### src/vdc_pkg.sv
// package: constants and carriers for the virtual device control block
package vdc_pkg;

  // ****************************************
  // sizes
  // ****************************************
  localparam int unsigned FEAT_W  = 64;
  localparam int unsigned NQ      = 4;
  localparam int unsigned QIDX_W  = 2;
  localparam int unsigned ADDR_W  = 8;
  localparam int unsigned DATA_W  = 32;
  localparam int unsigned QSZ_W   = 16;
  localparam int unsigned LEN_W   = 32;

  // ****************************************
  // status bits
  // ****************************************
  localparam int unsigned ST_ACK_BIT  = 0;
  localparam int unsigned ST_DRV_BIT  = 1;
  localparam int unsigned ST_DOK_BIT  = 2;
  localparam int unsigned ST_FOK_BIT  = 3;
  localparam int unsigned ST_NRS_BIT  = 6;
  localparam int unsigned ST_FAIL_BIT = 7;
  localparam logic [7:0]  ST_RESET    = 8'h00;
  localparam logic [7:0]  ST_DRV_MASK = 8'h8f;

  // ****************************************
  // feature bits
  // ****************************************
  localparam int unsigned F_IN_ORDER   = 35;
  localparam int unsigned F_VERSION_1  = 32;
  localparam int unsigned F_RING_RESET = 40;
  localparam int unsigned F_DEV_OPT    = 0;
  localparam int unsigned F_DEV_DEP    = 1;
  localparam logic [FEAT_W-1:0] FEAT_RESET = 64'h0000_0000_0000_0000;

  // ****************************************
  // register offsets
  // ****************************************
  localparam logic [ADDR_W-1:0] A_DEV_FEAT_LO = 8'h00;
  localparam logic [ADDR_W-1:0] A_DEV_FEAT_HI = 8'h04;
  localparam logic [ADDR_W-1:0] A_DRV_FEAT_LO = 8'h08;
  localparam logic [ADDR_W-1:0] A_DRV_FEAT_HI = 8'h0c;
  localparam logic [ADDR_W-1:0] A_STATUS      = 8'h10;
  localparam logic [ADDR_W-1:0] A_RESET       = 8'h14;
  localparam logic [ADDR_W-1:0] A_GEN         = 8'h18;
  localparam logic [ADDR_W-1:0] A_Q_SEL       = 8'h1c;
  localparam logic [ADDR_W-1:0] A_Q_SIZE      = 8'h20;
  localparam logic [ADDR_W-1:0] A_Q_CTRL      = 8'h24;
  localparam logic [ADDR_W-1:0] A_Q_NOTIFY    = 8'h28;
  localparam logic [ADDR_W-1:0] A_Q_USEDLEN   = 8'h2c;
  localparam logic [ADDR_W-1:0] A_LEGACY      = 8'h30;
  localparam logic [ADDR_W-1:0] A_CFG_BASE    = 8'h40;
  localparam int unsigned       CFG_WORDS     = 4;
  localparam logic [QSZ_W-1:0]  QSZ_RESET     = 16'h0100;
  localparam int unsigned Q_CTRL_EN_BIT  = 0;
  localparam int unsigned Q_CTRL_RST_BIT = 1;

  // ****************************************
  // carriers
  // ****************************************
  typedef struct packed {
    logic [ADDR_W-1:0] addr;
    logic [DATA_W-1:0] wdata;
    logic              wr;
    logic              rd;
  } vdc_bus_s;

  typedef struct packed {
    logic              valid;
    logic [QIDX_W-1:0] qidx;
    logic [LEN_W-1:0]  len;
  } vdc_used_s;

  typedef struct packed {
    logic              en;
    logic [QSZ_W-1:0]  size;
    logic [15:0]       avail_idx;
    logic [15:0]       used_idx;
    logic [LEN_W-1:0]  last_len;
  } vdc_q_s;

  typedef enum logic [1:0] {
    VDC_Q_IDLE,
    VDC_Q_RUN,
    VDC_Q_RESET
  } vdc_qst_e;

endpackage

### src/vdc_ctrl.sv
// module: device-side control of a virtual i/o device
//
// What the document requires
// offered features never include one whose dependency is not offered
// valid driver subsets accepted; rejected subsets leave features-ok clear
// a set once accepted is accepted again after a reset request, and after i_rst_n through the subset check
// driver picks only offered features with their dependencies
// driver falls back or sets failed on a missing understood feature
// driver not acknowledging version-1 is treated as legacy
// config and used notices go out; available notices come in per queue
// a reset request returns the status field to zero
// after reset, no notices and no queue access until reinitialised
// driver sees reset done when status reads zero
// multi-byte config fields are stored little-endian
// generation count changes whenever config contents may change
// driver re-reads until generation is stable
// driver checks offered feature before optional config access
// config space readable before features-ok, optional fields included
// each used buffer reports the bytes written
// buffers may complete out of order; in-order offered only if true
// queue reset only with ring-reset negotiated; reset then re-enable
// a reset queue executes nothing and sends no notices
// queue reset returns all queue state to defaults; the queue size keeps its value
// driver confirms queue reset before freeing its resources
// re-enable applies queue configuration changed meanwhile
// status bits: ack 1, driver 2, driver-ok 4, features-ok 8, 64, 128
// no buffer use or used notice before driver-ok
// offered set read-only; driver set writable only before features-ok
`timescale 1ns/10ps
module vdc_ctrl #(
  parameter logic [vdc_pkg::FEAT_W-1:0] DEV_FEAT   = 64'h0000_0101_0000_0003,
  parameter logic                       IN_ORDER_HW = 1'b0
) (
  input  wire logic                          i_core_clk,
  input  wire logic                          i_rst_n,
  input  wire logic                          i_ce,
  input  wire vdc_pkg::vdc_bus_s             i_bus,
  output logic [vdc_pkg::DATA_W-1:0]         o_rdata,
  input  wire logic                          i_cfg_wr,
  input  wire logic [1:0]                    i_cfg_idx,
  input  wire logic [vdc_pkg::DATA_W-1:0]    i_cfg_data,
  input  wire logic                          i_dev_err,
  input  wire logic                          i_done,
  input  wire logic [vdc_pkg::QIDX_W-1:0]    i_done_q,
  input  wire logic [vdc_pkg::LEN_W-1:0]     i_done_len,
  output vdc_pkg::vdc_used_s                 o_used,
  output logic                               o_cfg_ntf,
  output logic [vdc_pkg::NQ-1:0]             o_q_pend,
  output logic                               o_drv_ok,
  output logic                               o_legacy
);

  // ****************************************
  // offered feature set
  // ****************************************
  logic [vdc_pkg::FEAT_W-1:0] offer;
  always_comb begin
    offer = DEV_FEAT;
    offer[vdc_pkg::F_IN_ORDER] = IN_ORDER_HW;
    // dependent feature dropped when its base is absent
    if (!offer[vdc_pkg::F_DEV_OPT]) begin
      offer[vdc_pkg::F_DEV_DEP] = 1'b0;
    end
  end

  // ****************************************
  // control registers
  // ****************************************
  logic [7:0]                 status_r;
  logic [7:0]                 status_nxt;
  logic [vdc_pkg::FEAT_W-1:0] drv_feat_r;
  logic [vdc_pkg::FEAT_W-1:0] drv_feat_nxt;
  logic [vdc_pkg::FEAT_W-1:0] good_feat_r;
  logic [vdc_pkg::FEAT_W-1:0] good_feat_nxt;
  logic                       good_vld_r;
  logic                       good_vld_nxt;
  logic [31:0]                gen_r;
  logic [31:0]                gen_nxt;
  logic [vdc_pkg::QIDX_W-1:0] qsel_r;
  logic [vdc_pkg::QIDX_W-1:0] qsel_nxt;
  logic [vdc_pkg::DATA_W-1:0] cfg_r [vdc_pkg::CFG_WORDS];
  logic [vdc_pkg::DATA_W-1:0] cfg_nxt [vdc_pkg::CFG_WORDS];
  logic                       cfg_ntf_r;
  logic                       cfg_ntf_nxt;
  logic [vdc_pkg::DATA_W-1:0] rdata_r;
  logic [vdc_pkg::DATA_W-1:0] rdata_nxt;

  logic wr_st;
  logic wr_rst;
  logic dev_rst;
  logic subset_ok;
  logic fok_req;
  logic fok_set;
  logic dok;
  logic ring_rst_ok;

  assign wr_st   = i_bus.wr && (i_bus.addr == vdc_pkg::A_STATUS);
  assign wr_rst  = i_bus.wr && (i_bus.addr == vdc_pkg::A_RESET);
  // writing zero to status, or any write to the reset register, is a reset request
  assign dev_rst = wr_rst || (wr_st && (i_bus.wdata[7:0] == 8'h00));

  // accept any subset of the offer whose dependencies are present
  assign subset_ok = ((drv_feat_r & ~offer) == '0) &&
                     !(drv_feat_r[vdc_pkg::F_DEV_DEP] &&
                       !drv_feat_r[vdc_pkg::F_DEV_OPT]);
  assign fok_req = wr_st && i_bus.wdata[vdc_pkg::ST_FOK_BIT] &&
                   !status_r[vdc_pkg::ST_FOK_BIT];
  assign fok_set = fok_req &&
                   (subset_ok ||
                    (good_vld_r && (drv_feat_r == good_feat_r)));
  assign dok     = status_r[vdc_pkg::ST_DOK_BIT] &&
                   !status_r[vdc_pkg::ST_FAIL_BIT];
  assign ring_rst_ok = status_r[vdc_pkg::ST_FOK_BIT] &&
                       drv_feat_r[vdc_pkg::F_RING_RESET];

  always_comb begin
    status_nxt    = status_r;
    drv_feat_nxt  = drv_feat_r;
    good_feat_nxt = good_feat_r;
    good_vld_nxt  = good_vld_r;
    qsel_nxt      = qsel_r;
    cfg_ntf_nxt   = 1'b0;
    gen_nxt       = gen_r;
    if (wr_st) begin
      status_nxt = status_r | (i_bus.wdata[7:0] & vdc_pkg::ST_DRV_MASK);
      status_nxt[vdc_pkg::ST_FOK_BIT] = status_r[vdc_pkg::ST_FOK_BIT] ||
                                        fok_set;
    end
    if (fok_set) begin
      good_feat_nxt = drv_feat_r;
      good_vld_nxt  = 1'b1;
    end
    if (!status_r[vdc_pkg::ST_FOK_BIT] && i_bus.wr) begin
      if (i_bus.addr == vdc_pkg::A_DRV_FEAT_LO) begin
        drv_feat_nxt[31:0] = i_bus.wdata;
      end
      if (i_bus.addr == vdc_pkg::A_DRV_FEAT_HI) begin
        drv_feat_nxt[63:32] = i_bus.wdata;
      end
    end
    if (i_bus.wr && (i_bus.addr == vdc_pkg::A_Q_SEL)) begin
      qsel_nxt = i_bus.wdata[vdc_pkg::QIDX_W-1:0];
    end
    if (i_cfg_wr) begin
      gen_nxt = gen_r + 32'h0000_0001;
      cfg_ntf_nxt = dok;
    end
    if (i_dev_err && !status_r[vdc_pkg::ST_NRS_BIT]) begin
      status_nxt[vdc_pkg::ST_NRS_BIT] = 1'b1;
      cfg_ntf_nxt = dok;
    end
    if (dev_rst) begin
      status_nxt   = vdc_pkg::ST_RESET;
      drv_feat_nxt = vdc_pkg::FEAT_RESET;
      qsel_nxt     = '0;
      cfg_ntf_nxt  = 1'b0;
    end
  end

  // ****************************************
  // register read mux
  // ****************************************
  vdc_pkg::vdc_q_s q_st [vdc_pkg::NQ];
  always_comb begin
    rdata_nxt = '0;
    if (i_bus.rd) begin
      unique case (i_bus.addr)
        vdc_pkg::A_DEV_FEAT_LO: rdata_nxt = offer[31:0];
        vdc_pkg::A_DEV_FEAT_HI: rdata_nxt = offer[63:32];
        vdc_pkg::A_DRV_FEAT_LO: rdata_nxt = drv_feat_r[31:0];
        vdc_pkg::A_DRV_FEAT_HI: rdata_nxt = drv_feat_r[63:32];
        vdc_pkg::A_STATUS:      rdata_nxt = {24'h00_0000, status_r};
        vdc_pkg::A_GEN:         rdata_nxt = gen_r;
        vdc_pkg::A_Q_SIZE: rdata_nxt = {16'h0000, q_st[qsel_r].size};
        vdc_pkg::A_Q_CTRL: rdata_nxt = {31'h0000_0000, q_st[qsel_r].en};
        vdc_pkg::A_Q_USEDLEN:   rdata_nxt = q_st[qsel_r].last_len;
        vdc_pkg::A_LEGACY:      rdata_nxt = {31'h0000_0000, o_legacy};
        default: begin
          // config words served whatever the negotiation state
          if (i_bus.addr[7:4] == vdc_pkg::A_CFG_BASE[7:4]) begin
            rdata_nxt = cfg_r[i_bus.addr[3:2]];
          end
        end
      endcase
    end
  end

  always_ff @(posedge i_core_clk or negedge i_rst_n) begin
    if (!i_rst_n) begin
      status_r    <= vdc_pkg::ST_RESET;
      drv_feat_r  <= vdc_pkg::FEAT_RESET;
      good_feat_r <= vdc_pkg::FEAT_RESET;
      good_vld_r  <= 1'b0;
      gen_r       <= 32'h0000_0000;
      qsel_r      <= '0;
      cfg_ntf_r   <= 1'b0;
    end else if (i_ce) begin
      status_r    <= status_nxt;
      drv_feat_r  <= drv_feat_nxt;
      good_feat_r <= good_feat_nxt;
      good_vld_r  <= good_vld_nxt;
      gen_r       <= gen_nxt;
      qsel_r      <= qsel_nxt;
      cfg_ntf_r   <= cfg_ntf_nxt;
    end
  end

  // read data stands one cycle and is zero otherwise
  always_ff @(posedge i_core_clk or negedge i_rst_n) begin
    if (!i_rst_n) begin
      rdata_r <= 32'h0000_0000;
    end else if (i_ce) begin
      rdata_r <= rdata_nxt;
    end
  end

  // ****************************************
  // device-specific config words
  // ****************************************
  // device side owns these; the driver only reads them
  always_comb begin
    cfg_nxt = cfg_r;
    if (i_cfg_wr) begin
      cfg_nxt[i_cfg_idx] = i_cfg_data;
    end
  end

  always_ff @(posedge i_core_clk or negedge i_rst_n) begin
    if (!i_rst_n) begin
      for (int i = 0; i < vdc_pkg::CFG_WORDS; i++) begin
        cfg_r[i] <= 32'h0000_0000;
      end
    end else if (i_ce) begin
      cfg_r <= cfg_nxt;
    end
  end

  // ****************************************
  // queues
  // ****************************************
  logic [vdc_pkg::NQ-1:0] q_ntf;
  logic                   wr_qctrl;
  logic                   wr_ntf;
  assign wr_qctrl = i_bus.wr && (i_bus.addr == vdc_pkg::A_Q_CTRL);
  assign wr_ntf   = i_bus.wr && (i_bus.addr == vdc_pkg::A_Q_NOTIFY);

  genvar g;
  generate
    for (g = 0; g < vdc_pkg::NQ; g++) begin : g_q
      logic sel;
      assign sel = (qsel_r == g[vdc_pkg::QIDX_W-1:0]);
      vdc_queue u_q (
        .i_core_clk (i_core_clk),
        .i_rst_n    (i_rst_n),
        .i_ce       (i_ce),
        .i_dev_rst  (dev_rst),
        .i_q_rst    (wr_qctrl && sel && ring_rst_ok &&
                     i_bus.wdata[vdc_pkg::Q_CTRL_RST_BIT]),
        .i_q_en     (wr_qctrl && sel &&
                     i_bus.wdata[vdc_pkg::Q_CTRL_EN_BIT]),
        .i_size_wr  (i_bus.wr && sel && (i_bus.addr == vdc_pkg::A_Q_SIZE)),
        .i_size     (i_bus.wdata[vdc_pkg::QSZ_W-1:0]),
        .i_avail    (wr_ntf && (i_bus.wdata[vdc_pkg::QIDX_W-1:0] ==
                                g[vdc_pkg::QIDX_W-1:0])),
        .i_run_ok   (dok),
        .i_done     (i_done && (i_done_q == g[vdc_pkg::QIDX_W-1:0])),
        .i_done_len (i_done_len),
        .o_q        (q_st[g]),
        .o_used_ntf (q_ntf[g]),
        .o_pend     (o_q_pend[g])
      );
    end
  endgenerate

  // ****************************************
  // outputs
  // ****************************************
  logic [vdc_pkg::QIDX_W-1:0] nq;
  always_comb begin
    nq = '0;
    for (int i = vdc_pkg::NQ - 1; i >= 0; i--) begin
      if (q_ntf[i]) begin
        nq = i[vdc_pkg::QIDX_W-1:0];
      end
    end
  end

  assign o_used   = '{valid: |q_ntf, qidx: nq, len: q_st[nq].last_len};
  assign o_cfg_ntf = cfg_ntf_r;
  assign o_rdata  = rdata_r;
  assign o_drv_ok = dok;
  // legacy when version-1 is not acked; before features-ok only a
  // driver that has announced itself is judged
  always_comb begin
    o_legacy = !drv_feat_r[vdc_pkg::F_VERSION_1];
    if (!status_r[vdc_pkg::ST_FOK_BIT] &&
        !status_r[vdc_pkg::ST_DRV_BIT]) begin
      o_legacy = 1'b0;
    end
  end

endmodule // vdc_ctrl

### src/vdc_queue.sv
// module: per-queue state, reset and re-enable of one virtqueue
`timescale 1ns/10ps
module vdc_queue (
  input  wire logic                       i_core_clk,
  input  wire logic                       i_rst_n,
  input  wire logic                       i_ce,
  input  wire logic                       i_dev_rst,
  input  wire logic                       i_q_rst,
  input  wire logic                       i_q_en,
  input  wire logic                       i_size_wr,
  input  wire logic [vdc_pkg::QSZ_W-1:0]  i_size,
  input  wire logic                       i_avail,
  input  wire logic                       i_run_ok,
  input  wire logic                       i_done,
  input  wire logic [vdc_pkg::LEN_W-1:0]  i_done_len,
  output vdc_pkg::vdc_q_s                 o_q,
  output logic                            o_used_ntf,
  output logic                            o_pend
);

  // ****************************************
  // state
  // ****************************************
  vdc_pkg::vdc_qst_e st_r;
  vdc_pkg::vdc_qst_e st_nxt;
  vdc_pkg::vdc_q_s   q_r;
  vdc_pkg::vdc_q_s   q_nxt;
  logic              ntf_r;
  logic              ntf_nxt;
  logic              active;

  assign active = (st_r == vdc_pkg::VDC_Q_RUN) && i_run_ok;

  always_comb begin
    st_nxt  = st_r;
    q_nxt   = q_r;
    ntf_nxt = 1'b0;
    if (i_size_wr && (st_r != vdc_pkg::VDC_Q_RUN)) begin
      q_nxt.size = i_size;
    end
    if (active && i_avail) begin
      q_nxt.avail_idx = q_r.avail_idx + 16'h0001;
    end
    // a completion is only taken while work is outstanding
    if (active && i_done && (q_r.used_idx != q_r.avail_idx)) begin
      q_nxt.used_idx = q_r.used_idx + 16'h0001;
      q_nxt.last_len = i_done_len;
      ntf_nxt        = 1'b1;
    end
    unique case (st_r)
      vdc_pkg::VDC_Q_IDLE: begin
        if (i_q_en) begin
          st_nxt = vdc_pkg::VDC_Q_RUN;
        end
      end
      vdc_pkg::VDC_Q_RUN: begin
        if (i_q_rst) begin
          st_nxt = vdc_pkg::VDC_Q_RESET;
        end
      end
      vdc_pkg::VDC_Q_RESET: begin
        if (i_q_en) begin
          st_nxt = vdc_pkg::VDC_Q_RUN;
        end
      end
    endcase
    if (i_q_rst) begin
      q_nxt.avail_idx = 16'h0000;
      q_nxt.used_idx  = 16'h0000;
      q_nxt.last_len  = '0;
      ntf_nxt         = 1'b0;
    end
    if (i_dev_rst) begin
      st_nxt  = vdc_pkg::VDC_Q_IDLE;
      q_nxt   = '0;
      q_nxt.size = vdc_pkg::QSZ_RESET;
      ntf_nxt = 1'b0;
    end
    q_nxt.en = (st_nxt == vdc_pkg::VDC_Q_RUN);
  end

  always_ff @(posedge i_core_clk or negedge i_rst_n) begin
    if (!i_rst_n) begin
      st_r  <= vdc_pkg::VDC_Q_IDLE;
      q_r   <= '{en: 1'b0, size: vdc_pkg::QSZ_RESET, avail_idx: 16'h0000,
                 used_idx: 16'h0000, last_len: 32'h0000_0000};
      ntf_r <= 1'b0;
    end else if (i_ce) begin
      st_r  <= st_nxt;
      q_r   <= q_nxt;
      ntf_r <= ntf_nxt;
    end
  end

  assign o_q        = q_r;
  assign o_used_ntf = ntf_r;
  assign o_pend     = active && (q_r.used_idx != q_r.avail_idx);

endmodule // vdc_queue

### config.mk
export PLATFORM = sky130hd
export DESIGN_NAME = vdc_ctrl
export DESIGN_NICKNAME = d
export VERILOG_FILES = /design/src/vdc_pkg.sv /design/src/vdc_ctrl.sv /design/src/vdc_queue.sv
export SDC_FILE = /design/constraint.sdc
export NUM_CORES = 1
export LEC_CHECK = 0
export ABC_CLOCK_PERIOD_IN_PS = 2800
export BUFFER_PORTS_ARGS = -buffer_cell sky130_fd_sc_hd__buf_4
export CORE_ASPECT_RATIO = 1.75
export CORE_UTILIZATION = 26
export CTS_BUF_LIST = sky130_fd_sc_hd__clkbuf_16
export DETAILED_ROUTE_END_ITERATION = 6
export PLACE_DENSITY = 0.43
export SYNTH_ARGS = -nofsm -noshare
export SYNTH_HDL_FRONTEND = slang
export SYNTH_SLANG_ARGS = --single-unit
### constraint.sdc
create_clock -name i_core_clk -period 2.8 [get_ports i_core_clk]
set_input_delay 0.14 -clock i_core_clk [delete_from_list [all_inputs] [get_ports i_core_clk]]
set_output_delay 0.14 -clock i_core_clk [all_outputs]
set_load 0.01 [all_outputs]
After elaboration in Yosys (flattened, before gate mapping) --
Cells that the tools add are included.
Storage, ports and cells: input bits 116, output and inout bits 74, logic and storage cells 320, register bits after elaboration 668
Operators by class: bitwise gates (word level) 5, multiplexer cells 80, eq/ne operators 43, reduce and logical (&&, ||, !) cells 136, magnitude comparators 5, add/sub/neg operators 9
Operator list (count):
- $mux W64 | 6
- $bmux W81 S2 | 2
- $mux W80 | 4
- $pmux W32 S10 | 1
- $mux W32 | 9
- $mux W48 | 4
- $mux W81 | 2
- $add A16 B1 Y16 const B | 8
- $bwmux W128 | 1
- $mux W16 | 8
- $logic_and A1 B1 Y1 | 74
- $bmux W32 S2 | 1
- $demux W32 S2 | 1
- $eq A64 B64 Y1 | 1
- $logic_not A64 Y1 | 1
- $ne A16 B16 Y1 | 4
- $eq A8 B6 Y1 const B | 5
- $mux W2 | 18
- $reduce_and A2 Y1 | 17
- $add A32 B1 Y32 const B | 1
- $eq A8 B5 Y1 const B | 4
- $reduce_bool A3 Y1 | 9
- $eq A2 B1 Y1 const B | 11
- $eq A2 B2 Y1 const B | 10
- other kinds (19) | 76

Longest topological paths before layout --
Gate-level depths: netlist of run 1.
word-level depth 10, depth in mapped cells 11, gate-level depth less buffers 7

Cells and area by module --
A second synthesis of run 1 with hierarchy kept.
Unflattened totals: cell total of the unflattened synthesis 3131, area, all modules 34888.5 um^2
By module, submodules not included:
- vdc_ctrl | times used 1, cells each 1713, area each 18910.6 um^2, sequential area each 8257.9 um^2
- vdc_queue at g_q[0].u_q ... | times used 3, cells each 356, area each 3997.6 um^2, sequential area each 2103.3 um^2
- vdc_queue at g_q[3].u_q | times used 1, cells each 350, area each 3985.1 um^2, sequential area each 2103.3 um^2

Worst setup path before layout of run 1 --
OpenSTA, ideal clock, no wires.
path kind input port to flip-flop, from input port i_bus[38] in the netlist's numbering, to register g_q[2].u_q.q_r, in the netlist g_q[2].u_q.o_q[70], arrival time 2.298 ns, path buffers 5, slack 0.377 ns, cell stages on the path 10, required time 2.675 ns, library setup time 0.125 ns, path through clkbuf_1 -> or4b_1 -> buf_2 -> nor3_2 -> and2b_1 -> buf_2 -> a41o_1 -> buf_4 -> buf_6 -> mux2_2
On the way: longest elaborated chain between the ends 6, elaborated cells between the ends (all ways) 12, those cells by class eq/ne (3); mux (1); reduce/logical (8)
RTL lines:
- start: declaration | RTL line vdc_ctrl.sv:37 | input wire vdc_pkg::vdc_bus_s i_bus,
- $eq A8 B5 Y1 | RTL line vdc_ctrl.sv:97 | assign wr_st = i_bus.wr && (i_bus.addr == vdc_pkg::A_STATUS);
- $logic_and A1 B1 Y1 | RTL line vdc_ctrl.sv:97
- $logic_and A1 B1 Y1 | RTL line vdc_ctrl.sv:100 | assign dev_rst = wr_rst || (wr_st && (i_bus.wdata[7:0] == 8'h00));
- $logic_or A1 B1 Y1 | RTL line vdc_ctrl.sv:100
- $reduce_bool A2 Y1 (no source line)
- $reduce_and A2 Y1 (no source line)
- end signal: assignment | RTL line vdc_queue.sv:85 | q_r <= '{en: 1'b0, size: vdc_pkg::QSZ_RESET, avail_idx: 16'h0000,
- end signal: assignment | RTL line vdc_queue.sv:90 | q_r <= q_nxt;
- end: declaration | RTL line vdc_queue.sv:26 | vdc_pkg::vdc_q_s q_r;
Several ways; a longest one is shown, not always the timed one. A chain may end at the register's enable or synchronous reset.

==> results.txt, run 1 <==
----------------------------------------------------
[Place]
  Number of I/O port buffers ... about 190
  RePlAce Congestion ... 0.848
  Post-detailed-placement half-perimeter wirelength ... 94,300 um

[Power and ir drop]
  Total net switching power ... ~6 mW
  Comb pwr share ... 0.108
  Worst voltage drop across the vdd grid ... around 440 uV
  Clk pwr share ... 0.423
  Pwr Density ... 522 nW/um^2
  Fraction of power spent switching nets ... 0.266
  Leak Pwr ... 18.4 nW
  Internal cell power ... roughly 16 mW
  Relative contribution of sequential cells to total power ... 0.469

[Global routing]
  Vias in the first global route ... 28,323
  Number of antenna violations at the first check in global routing ... 4
  Grt total ovfl ... 0
  First-pass GRT wire length ... 195,000 um
  Pin count of the biggest net entering global routing ... 90
  All-layer global routing usage ... 0.195

[Floorplan]
  IO Pins ... 190
  Placeable core area ... 131,000 um^2
  Num rows ... 176
  Initial Utilization ... 0.262
  Die height ... 483 um
  Die outline area ... 134,000 um^2
  X dimension of the die ... 277 um

[Timing]
  Worst max-slew margin expressed relative to the limit ... 0.383
  Total Negative Setup Slacks ... 0 ns
  Post-route clock period utilization ... 0.946
  Setup repair after global routing missed its margin ... false
  Fmax ... 378 MHz
  Slew at the pin closest to its max-slew limit ... between 0.9 and 1 ns
  Clock tree skew after final layout ... 0.0448 ns
  Final-report setup violation count ... 0
  Max-slew violation count ... 0
  Tmin final ... 2.65 ns
  Hold violation count in the final report ... 0

[Run status]
  Result of the run ... complete, but fails checks
  Violated checks ... DRC

[Yosys]
  Post-synth net total ... 3,273
  Cells taking the most area after synthesis ... dfrtp_1 (48%), mux4_2 (7.4%), mux2_2 (5.1%)
  Area of the mapped netlist ... 34,400 um^2
  Number of synthesized flops with an enable pin ... 0
  Post-synth ARST share ... 1.00
  Flip-flop cell with the highest count after synthesis ... dfrtp_1
  Yosys warnings ... 0
  Share of the yosys chip area belonging to registers ... 0.485
  Number of synthesized register bits ... 666
  Unique cell type count in the Yosys netlist ... 93
  Area share of the largest cell type after synthesis ... 0.482
  Post-synthesis area per instance ... 10.9 um^2
  Synthesized instance count ... 3,148
  Largest area contributor in the netlist ... dfrtp_1

[Final layout]
  Post-Route Utilization ... 0.325
  Total number of nets in the final design ... roughly 3,600
  Signed area change from the synthesized netlist to the final layout ... 24.2%
  Layout cells sized above 1 ... 0.237

[Job]
  Count of maximum capacitance violations ... 0

[Setup path]
  Critical Path Max Stage Delay ... 0.50 ns
  Critical path endpoint category ... output port
  Most used cell along the critical path ... buf_4
  Arrival time reported for the critical path endpoint ... ~2.5 ns
  Startpoint-to-endpoint class of the critical path ... flop to output port
  Critical-path cell with the highest stage delay ... buf_4
  Cell chain of the critical path ... nor3_2, buf_4, mux4_2, buf_4
  Biggest fanout along the worst timing path ... 33
  Critical path data required time ... approximately 2.7 ns
  Worst setup SP type ... flop

[Clocking]
  CTS buffer count ... 73
  H-tree Lvls ... 3
  CTS tree ... done
  Number of clock sinks ... 666
  Skew-Pair Late Insertion Delay ... 0.69 ns
  Number of buffers on the longest clock path ... 3
  Clock root buffer master ... clkbuf_16
  Clock transition at the register clock pins on the worst setup and hold paths after CTS ... 0.06 ns

[Drt]
  Routed via count ... roughly 27,000
  Wire per inst ... 24.7 um
  Detailed Routing Iterations Pass 1 ... 7
  Detailed Route Iter0 Violations ... 1,727
  Final wirelength ... approximately 130,000 um
  DRC Markers ... 1
  Routed via count divided by cell count ... 5.17
  Number of nets with antenna violations after detailed routing ... 0

[Hold path]
  Path category of the worst min-delay check ... input pin to flop

----------------------------------------------------
worst max-delay path: cells and delay by family, from the launching register on:
| kind | cells | cell delay (ns) |
|---|---|---|
| buf+inv | 2 | 0.68 |
| mux | 1 | 0.47 |
| flops | 1 | 0.45 |
| simple gates | 1 | 0.20 |
registers in the layout (all words and copies together) (netlist names):
name,flops
good_feat_r,64
qsel_r,2
gen_r,32
o_rdata,32
status_r,6
g_q.u_q.o_q,324
o_cfg_ntf,1
cfg_r,128
good_vld_r,1
g_q.u_q.st_r,8
drv_feat_r,64
g_q.u_q.o_used_ntf,4
layer usage:
layer | share of wire | global-route usage
met5 | 0.00010 | 0
met4 | 0.047 | 0.0908
met3 | 0.033 | 0.0231
met2 | 0.51 | 0.351
met1 | 0.41 | 0.231
worst paths after layout:
kind / start / endpoint / slack (ns) / cells past startpoint
worst max register to register: drv_feat_r[4]$_DFFE_PN0P_ / good_feat_r[21]$_DFFE_PN0P_ / 0.18 / 10
min in group asynchronous: i_rst_n / drv_feat_r[52]$_DFFE_PN0P_ / 0.06 / 2
max in group asynchronous: i_rst_n / drv_feat_r[33]$_DFFE_PN0P_ / 1.83 / 3
worst min-delay path: i_cfg_idx[1] / cfg_r[8]$_DFFE_PN0P_ / 0.04 / 4
worst min register to register: g_q[3].u_q.o_q[72]$_DFFE_PN1P_ / g_q[3].u_q.o_q[72]$_DFFE_PN1P_ / 0.46 / 2
worst max-delay path: g_q[0].u_q.o_used_ntf$_DFFE_PN0P_ / o_used[0] / 0.15 / 4
logic make-up (layout without fill, tap and decap cells):
logic type,after synthesis,in the layout,synth area share
compound gates,632,632,0.134
xor+xnor,186,186,0.0474
fa+ha+maj,9,9,0.00328
buf+inv,263,682,0.0314
flops,666,666,0.485
mux,300,300,0.134
other cells,0,2,0
simple gates,1092,1092,0.164
power by group through the flow:
stage | clock [mW] | combinational [mW] | sequential (mW)
after global routing | 10.1 | 2.62 | 10.5
after detailed placement | 0 | 2.31 | 10.6
after CTS | 9.75 | 2.43 | 10.5
after floorplan | 0 | 1.35 | 10.5
after global placement | 0 | 2.29 | 10.6
final | 9.43 | 2.40 | 10.5
timing repair:
action / 4_1_cts / 5_1_grt
pin swaps: 1 / 0
gates resized for setup: 1 / 4
cloned: 0 / 0
endpoints found under the setup margin: 37 / 53
hold buffers: 100 / 0
endpoints found under the hold margin: 716 / 0
buffers inserted: 4 / 0
cell type report:
cell class,instances,area [um^2]
clock inverters,50,380
fillers,13472,88600
clock buffers,73,1830
well taps,1691,2120
repair buffers,517,4730
diodes,2,5.00
multi-input cells,2219,16800
inverters,42,158
flip-flops and latches,666,16700
cells in the mapped netlist, drive strengths merged (38+ instances only):
master and n:
nand3 138, o21ai 137, a21oi 59, nand4 67, xnor2 113, a22o 161, mux2 163, or3 70
xor2 73, clkbuf 165, buf 56, nand2 364, inv 42, a22oi 81, nor3 44, mux4 113
and3 42, and2 86, o2bb2ai 38, nor2 124, dfrtp 662, nor4 48
stage by stage:
stage / power, mW / instances / hold WS (ns) / area (um^2) / worst slack [ns]
2_1_floorplan: 11.9 / 3148 / -0.156 / 34400 / 0.377
4_1_cts: 22.6 / 5258 / 0.00216 / 42700 / 0.0454
6_report: 22.3 / 5260 / 0.0411 / 42700 / 0.151
3_5_place_dp: 12.9 / 5031 / 0.179 / 39400 / -0.0179
5_1_grt: 23.2 / 5259 / 0.0393 / 42700 / 0.00472
3_3_place_gp: 12.9 / 5031 / 0.176 / 39400 / -0.0153
cells in the final DEF (no fill, tap or decap), types with 29 or more instances in the layout:
master / count
a21oi_1: 56
a22o_1: 161
a22oi_1: 81
a31oi_1: 37
and2_1: 83
and3_1: 42
buf_12: 47
buf_4: 369
clkbuf_16: 73
dfrtp_1: 660
dlygate4sd3_1: 100
inv_1: 57
mux2_2: 157
mux4_2: 113
nand2_1: 364
nand2b_1: 29
nand3_1: 137
nand4_1: 66
nor2_1: 112
nor3_1: 33
nor4_1: 38
o21ai_0: 125
o2bb2ai_1: 38
or3_1: 68
xnor2_1: 113
xor2_1: 73
(Power assumes the default switching activity.)
==> run 2: changes to the inputs <==
--- a/config.mk
+++ b/config.mk
@@ -7,11 +7,12 @@
 export LEC_CHECK = 0
 export ABC_CLOCK_PERIOD_IN_PS = 2800
 export BUFFER_PORTS_ARGS = -buffer_cell sky130_fd_sc_hd__buf_4
-export CORE_ASPECT_RATIO = 1.75
-export CORE_UTILIZATION = 26
+export CORE_ASPECT_RATIO = 2
+export CORE_UTILIZATION = 50
 export CTS_BUF_LIST = sky130_fd_sc_hd__clkbuf_16
 export DETAILED_ROUTE_END_ITERATION = 6
-export PLACE_DENSITY = 0.43
+export PLACE_DENSITY = 0.69
+export SLEW_MARGIN = 20
 export SYNTH_ARGS = -nofsm -noshare
 export SYNTH_HDL_FRONTEND = slang
 export SYNTH_SLANG_ARGS = --single-unit
==> run 2 against run 1 <==
Critical path type unchanged. Via count is 3.1% higher. First-iteration DRC count up 26%. Sequential power about the same. Largest cell class unchanged. Wire length decreased by 14%. Final cell count fell by 17%. Combinational power down 2%. Power down 2.8%. The run now ends clean.
==> results.txt, run 2 (synthesis gave the netlist of run 1 again) <==
----------------------------------------------------
[Place]
  RePlAce Congestion ... 0.968
  Number of I/O port buffers ... approximately 190
  Post-detailed-placement half-perimeter wirelength ... 79,700 um

[Power and ir drop]
  Worst voltage drop across the vdd grid ... between 800 and 900 uV
  Leak Pwr ... between 15 and 20 nW
  Pwr Density ... approximately 530 nW/um^2

[Hold path]
  Path category of the worst min-delay check ... input pin to flop
  Worst hold path depth ... 5

[Global routing]
  Grt total ovfl ... 0
  Pin count of the biggest net entering global routing ... 104
  All-layer global routing usage ... 0.323
  Number of antenna violations at the first check in global routing ... 1
  First-pass GRT wire length ... 174,000 um
  Vias in the first global route ... 29,002

[Drt]
  Wire per inst ... around 26 um
  Routed via count divided by cell count ... 6.39
  Detailed Routing Iterations Pass 1 ... 5
  Final wirelength ... 112,000 um
  Detailed Route Iter0 Violations ... 2,183
  Number of nets with antenna violations after detailed routing ... 0
  Routed via count ... 28,013
  DRC Markers ... 0

[Final layout]
  Signed area change from the synthesized netlist to the final layout ... 18.8%
  Number of flip-flops under the largest register name ... 324
  Total number of nets in the final design ... 3,565
  Number of filler cells placed in the layout ... 5,559
  Top library cells by usage in the layout, fill and taps aside ... dfrtp_1 (659), nand2_1 (364), buf_4 (317), a22o_1 (161), mux2_2 (157)
  Commonest non-fill, non-tap cell in the layout ... dfrtp_1
  Layout cells sized above 1 ... 0.222

[Clocking]
  CTS buffer count ... 60
  Number of clock sinks ... 666
  Number of buffers inserted to repair setup after CTS ... 0
  Clock transition at the register clock pins on the worst setup and hold paths after CTS ... 0.07 ns
  Number of buffers on the longest clock path ... 3
  H-tree Lvls ... 2
  Skew-Pair Late Insertion Delay ... 0.66 ns
  Clock root buffer master ... clkbuf_16
  CTS tree ... done

[Floorplan]
  Initial Utilization ... 0.506
  IO Pins ... 190
  Die outline area ... 69,800 um^2
  Die height ... 373 um
  Placeable core area ... 67,900 um^2
  Num rows ... 135
  X dimension of the die ... 187 um

[Setup path]
  Flop2flop setup slack ... roughly 0.11 ns
  Startpoint-to-endpoint class of the critical path ... flop to output port
  Critical-path cell with the highest stage delay ... dfrtp_1
  Worst Reg-to-Reg Cells ... 7
  Most used cell along the critical path ... buf_4
  Cell chain of the critical path ... xor2_1, nor4_1, nand4_1, buf_4, and3_1, buf_4
  Critical path data required time ... approximately 2.7 ns
  Critical Path Max Stage Delay ... 0.49 ns
  Biggest fanout along the worst timing path ... 8
  Critical path endpoint category ... output port
  Worst setup SP type ... flop
  Arrival time reported for the critical path endpoint ... 2.58 ns

[Timing]
  Setup repair after global routing missed its margin ... false
  Clock tree skew after final layout ... 0.0264 ns
  Hold violation count in the final report ... 0
  Final-report setup violation count ... 0
  Total Negative Setup Slacks ... 0 ns
  Worst max-slew margin expressed relative to the limit ... 0.316
  Slew at the pin closest to its max-slew limit ... 1.02 ns
  Post-route clock period utilization ... 0.973
  Tmin final ... 2.72 ns
  Fmax ... 367 MHz
  Worst-case hold slack ... around 0.026 ns
  Max-slew violation count ... 0

[Run status]
  Result of the run ... finished, final reports clean

[Job]
  Count of maximum capacitance violations ... 0

----------------------------------------------------
[run 2: cell types whose count changed in the layout (fill, tap and decap cells not counted), moves of 4 or more]
| cell | change |
|---|---|
| buf_12 | -14 |
| buf_4 | -52 |
| bufinv_16 | +8 |
| clkbuf_16 | -13 |
| clkinv_1 | -4 |
| clkinv_2 | +8 |
| inv_1 | -6 |
| inv_6 | -4 |
| nor2_4 | -4 |
[run 2: report_power, final]
part	internal [mW]	leakage, nW	total, mW	switching [mW]
Sequential	10.1	8.60	10.5	0.335
Combinational	1.16	8.23	2.35	1.19
Clock	4.93	1.04	8.84	3.91
[run 2: timing repair]
item                                    in CTS  in global routing
hold endpoints to repair                   447                  0
endpoints found under the setup margin       0                 65
gates resized for setup                      0                  3
hold buffers                               100                  0
[run 2: layout make-up]
cell class,instances,area [um^2],area share
antenna,1,2.50,0.0000613
clock buffer,60,1500,0.0368
clock inverter,53,564,0.0138
inverter,42,158,0.00386
multi-input combinational,2219,16700,0.410
sequential,666,16700,0.409
tap,890,1110,0.0273
timing repair buffer,451,4060,0.0994
[run 2: worst paths after layout]
path	start	end
worst max-delay path	g_q[1].u_q.o_q[45]$_DFFE_PN0P_	o_q_pend[1]
worst min-delay path	i_done_q[1]	g_q[1].u_q.o_q[36]$_DFFE_PN0P_
worst max register to register	drv_feat_r[44]$_DFFE_PN0P_	good_feat_r[47]$_DFFE_PN0P_
worst min register to register	g_q[3].u_q.o_q[72]$_DFFE_PN1P_	g_q[3].u_q.o_q[72]$_DFFE_PN1P_
max in group asynchronous	i_rst_n	cfg_r[29]$_DFFE_PN0P_
min in group asynchronous	i_rst_n	g_q[2].u_q.o_q[48]$_DFFE_PN0P_
[run 2: metrics by stage]
step	area, um^2	total power, mW	instances	utilization	setup WS, ns
2_1_floorplan	34400	11.9	3148	-	0.377
3_3_place_gp	37700	12.7	4168	0.556	0.165
3_5_place_dp	37700	12.9	4168	0.556	0.0790
4_1_cts	40800	21.8	4381	0.601	0.0345
6_report	40800	21.7	4382	0.601	0.0763
5_1_grt	40800	22.4	4382	0.601	0.0532
[run 2: per-layer routing]
layer  vias to the layer above  wire length (um)  GRT usage
met5                         -                 0          0
met4                         0             10400      0.261
met3                       368              6870     0.0466
met2                      1244             55800      0.542
met1                     14157             39000      0.366
li1                      12244                 -          -
[run 2: worst max-delay path, delay by kind of cell, from the launching register on]
family	cells	cell delay [ns]
buf+inv	2	0.39
simple gates	3	0.85
flops	1	0.49
xor+xnor	1	0.19
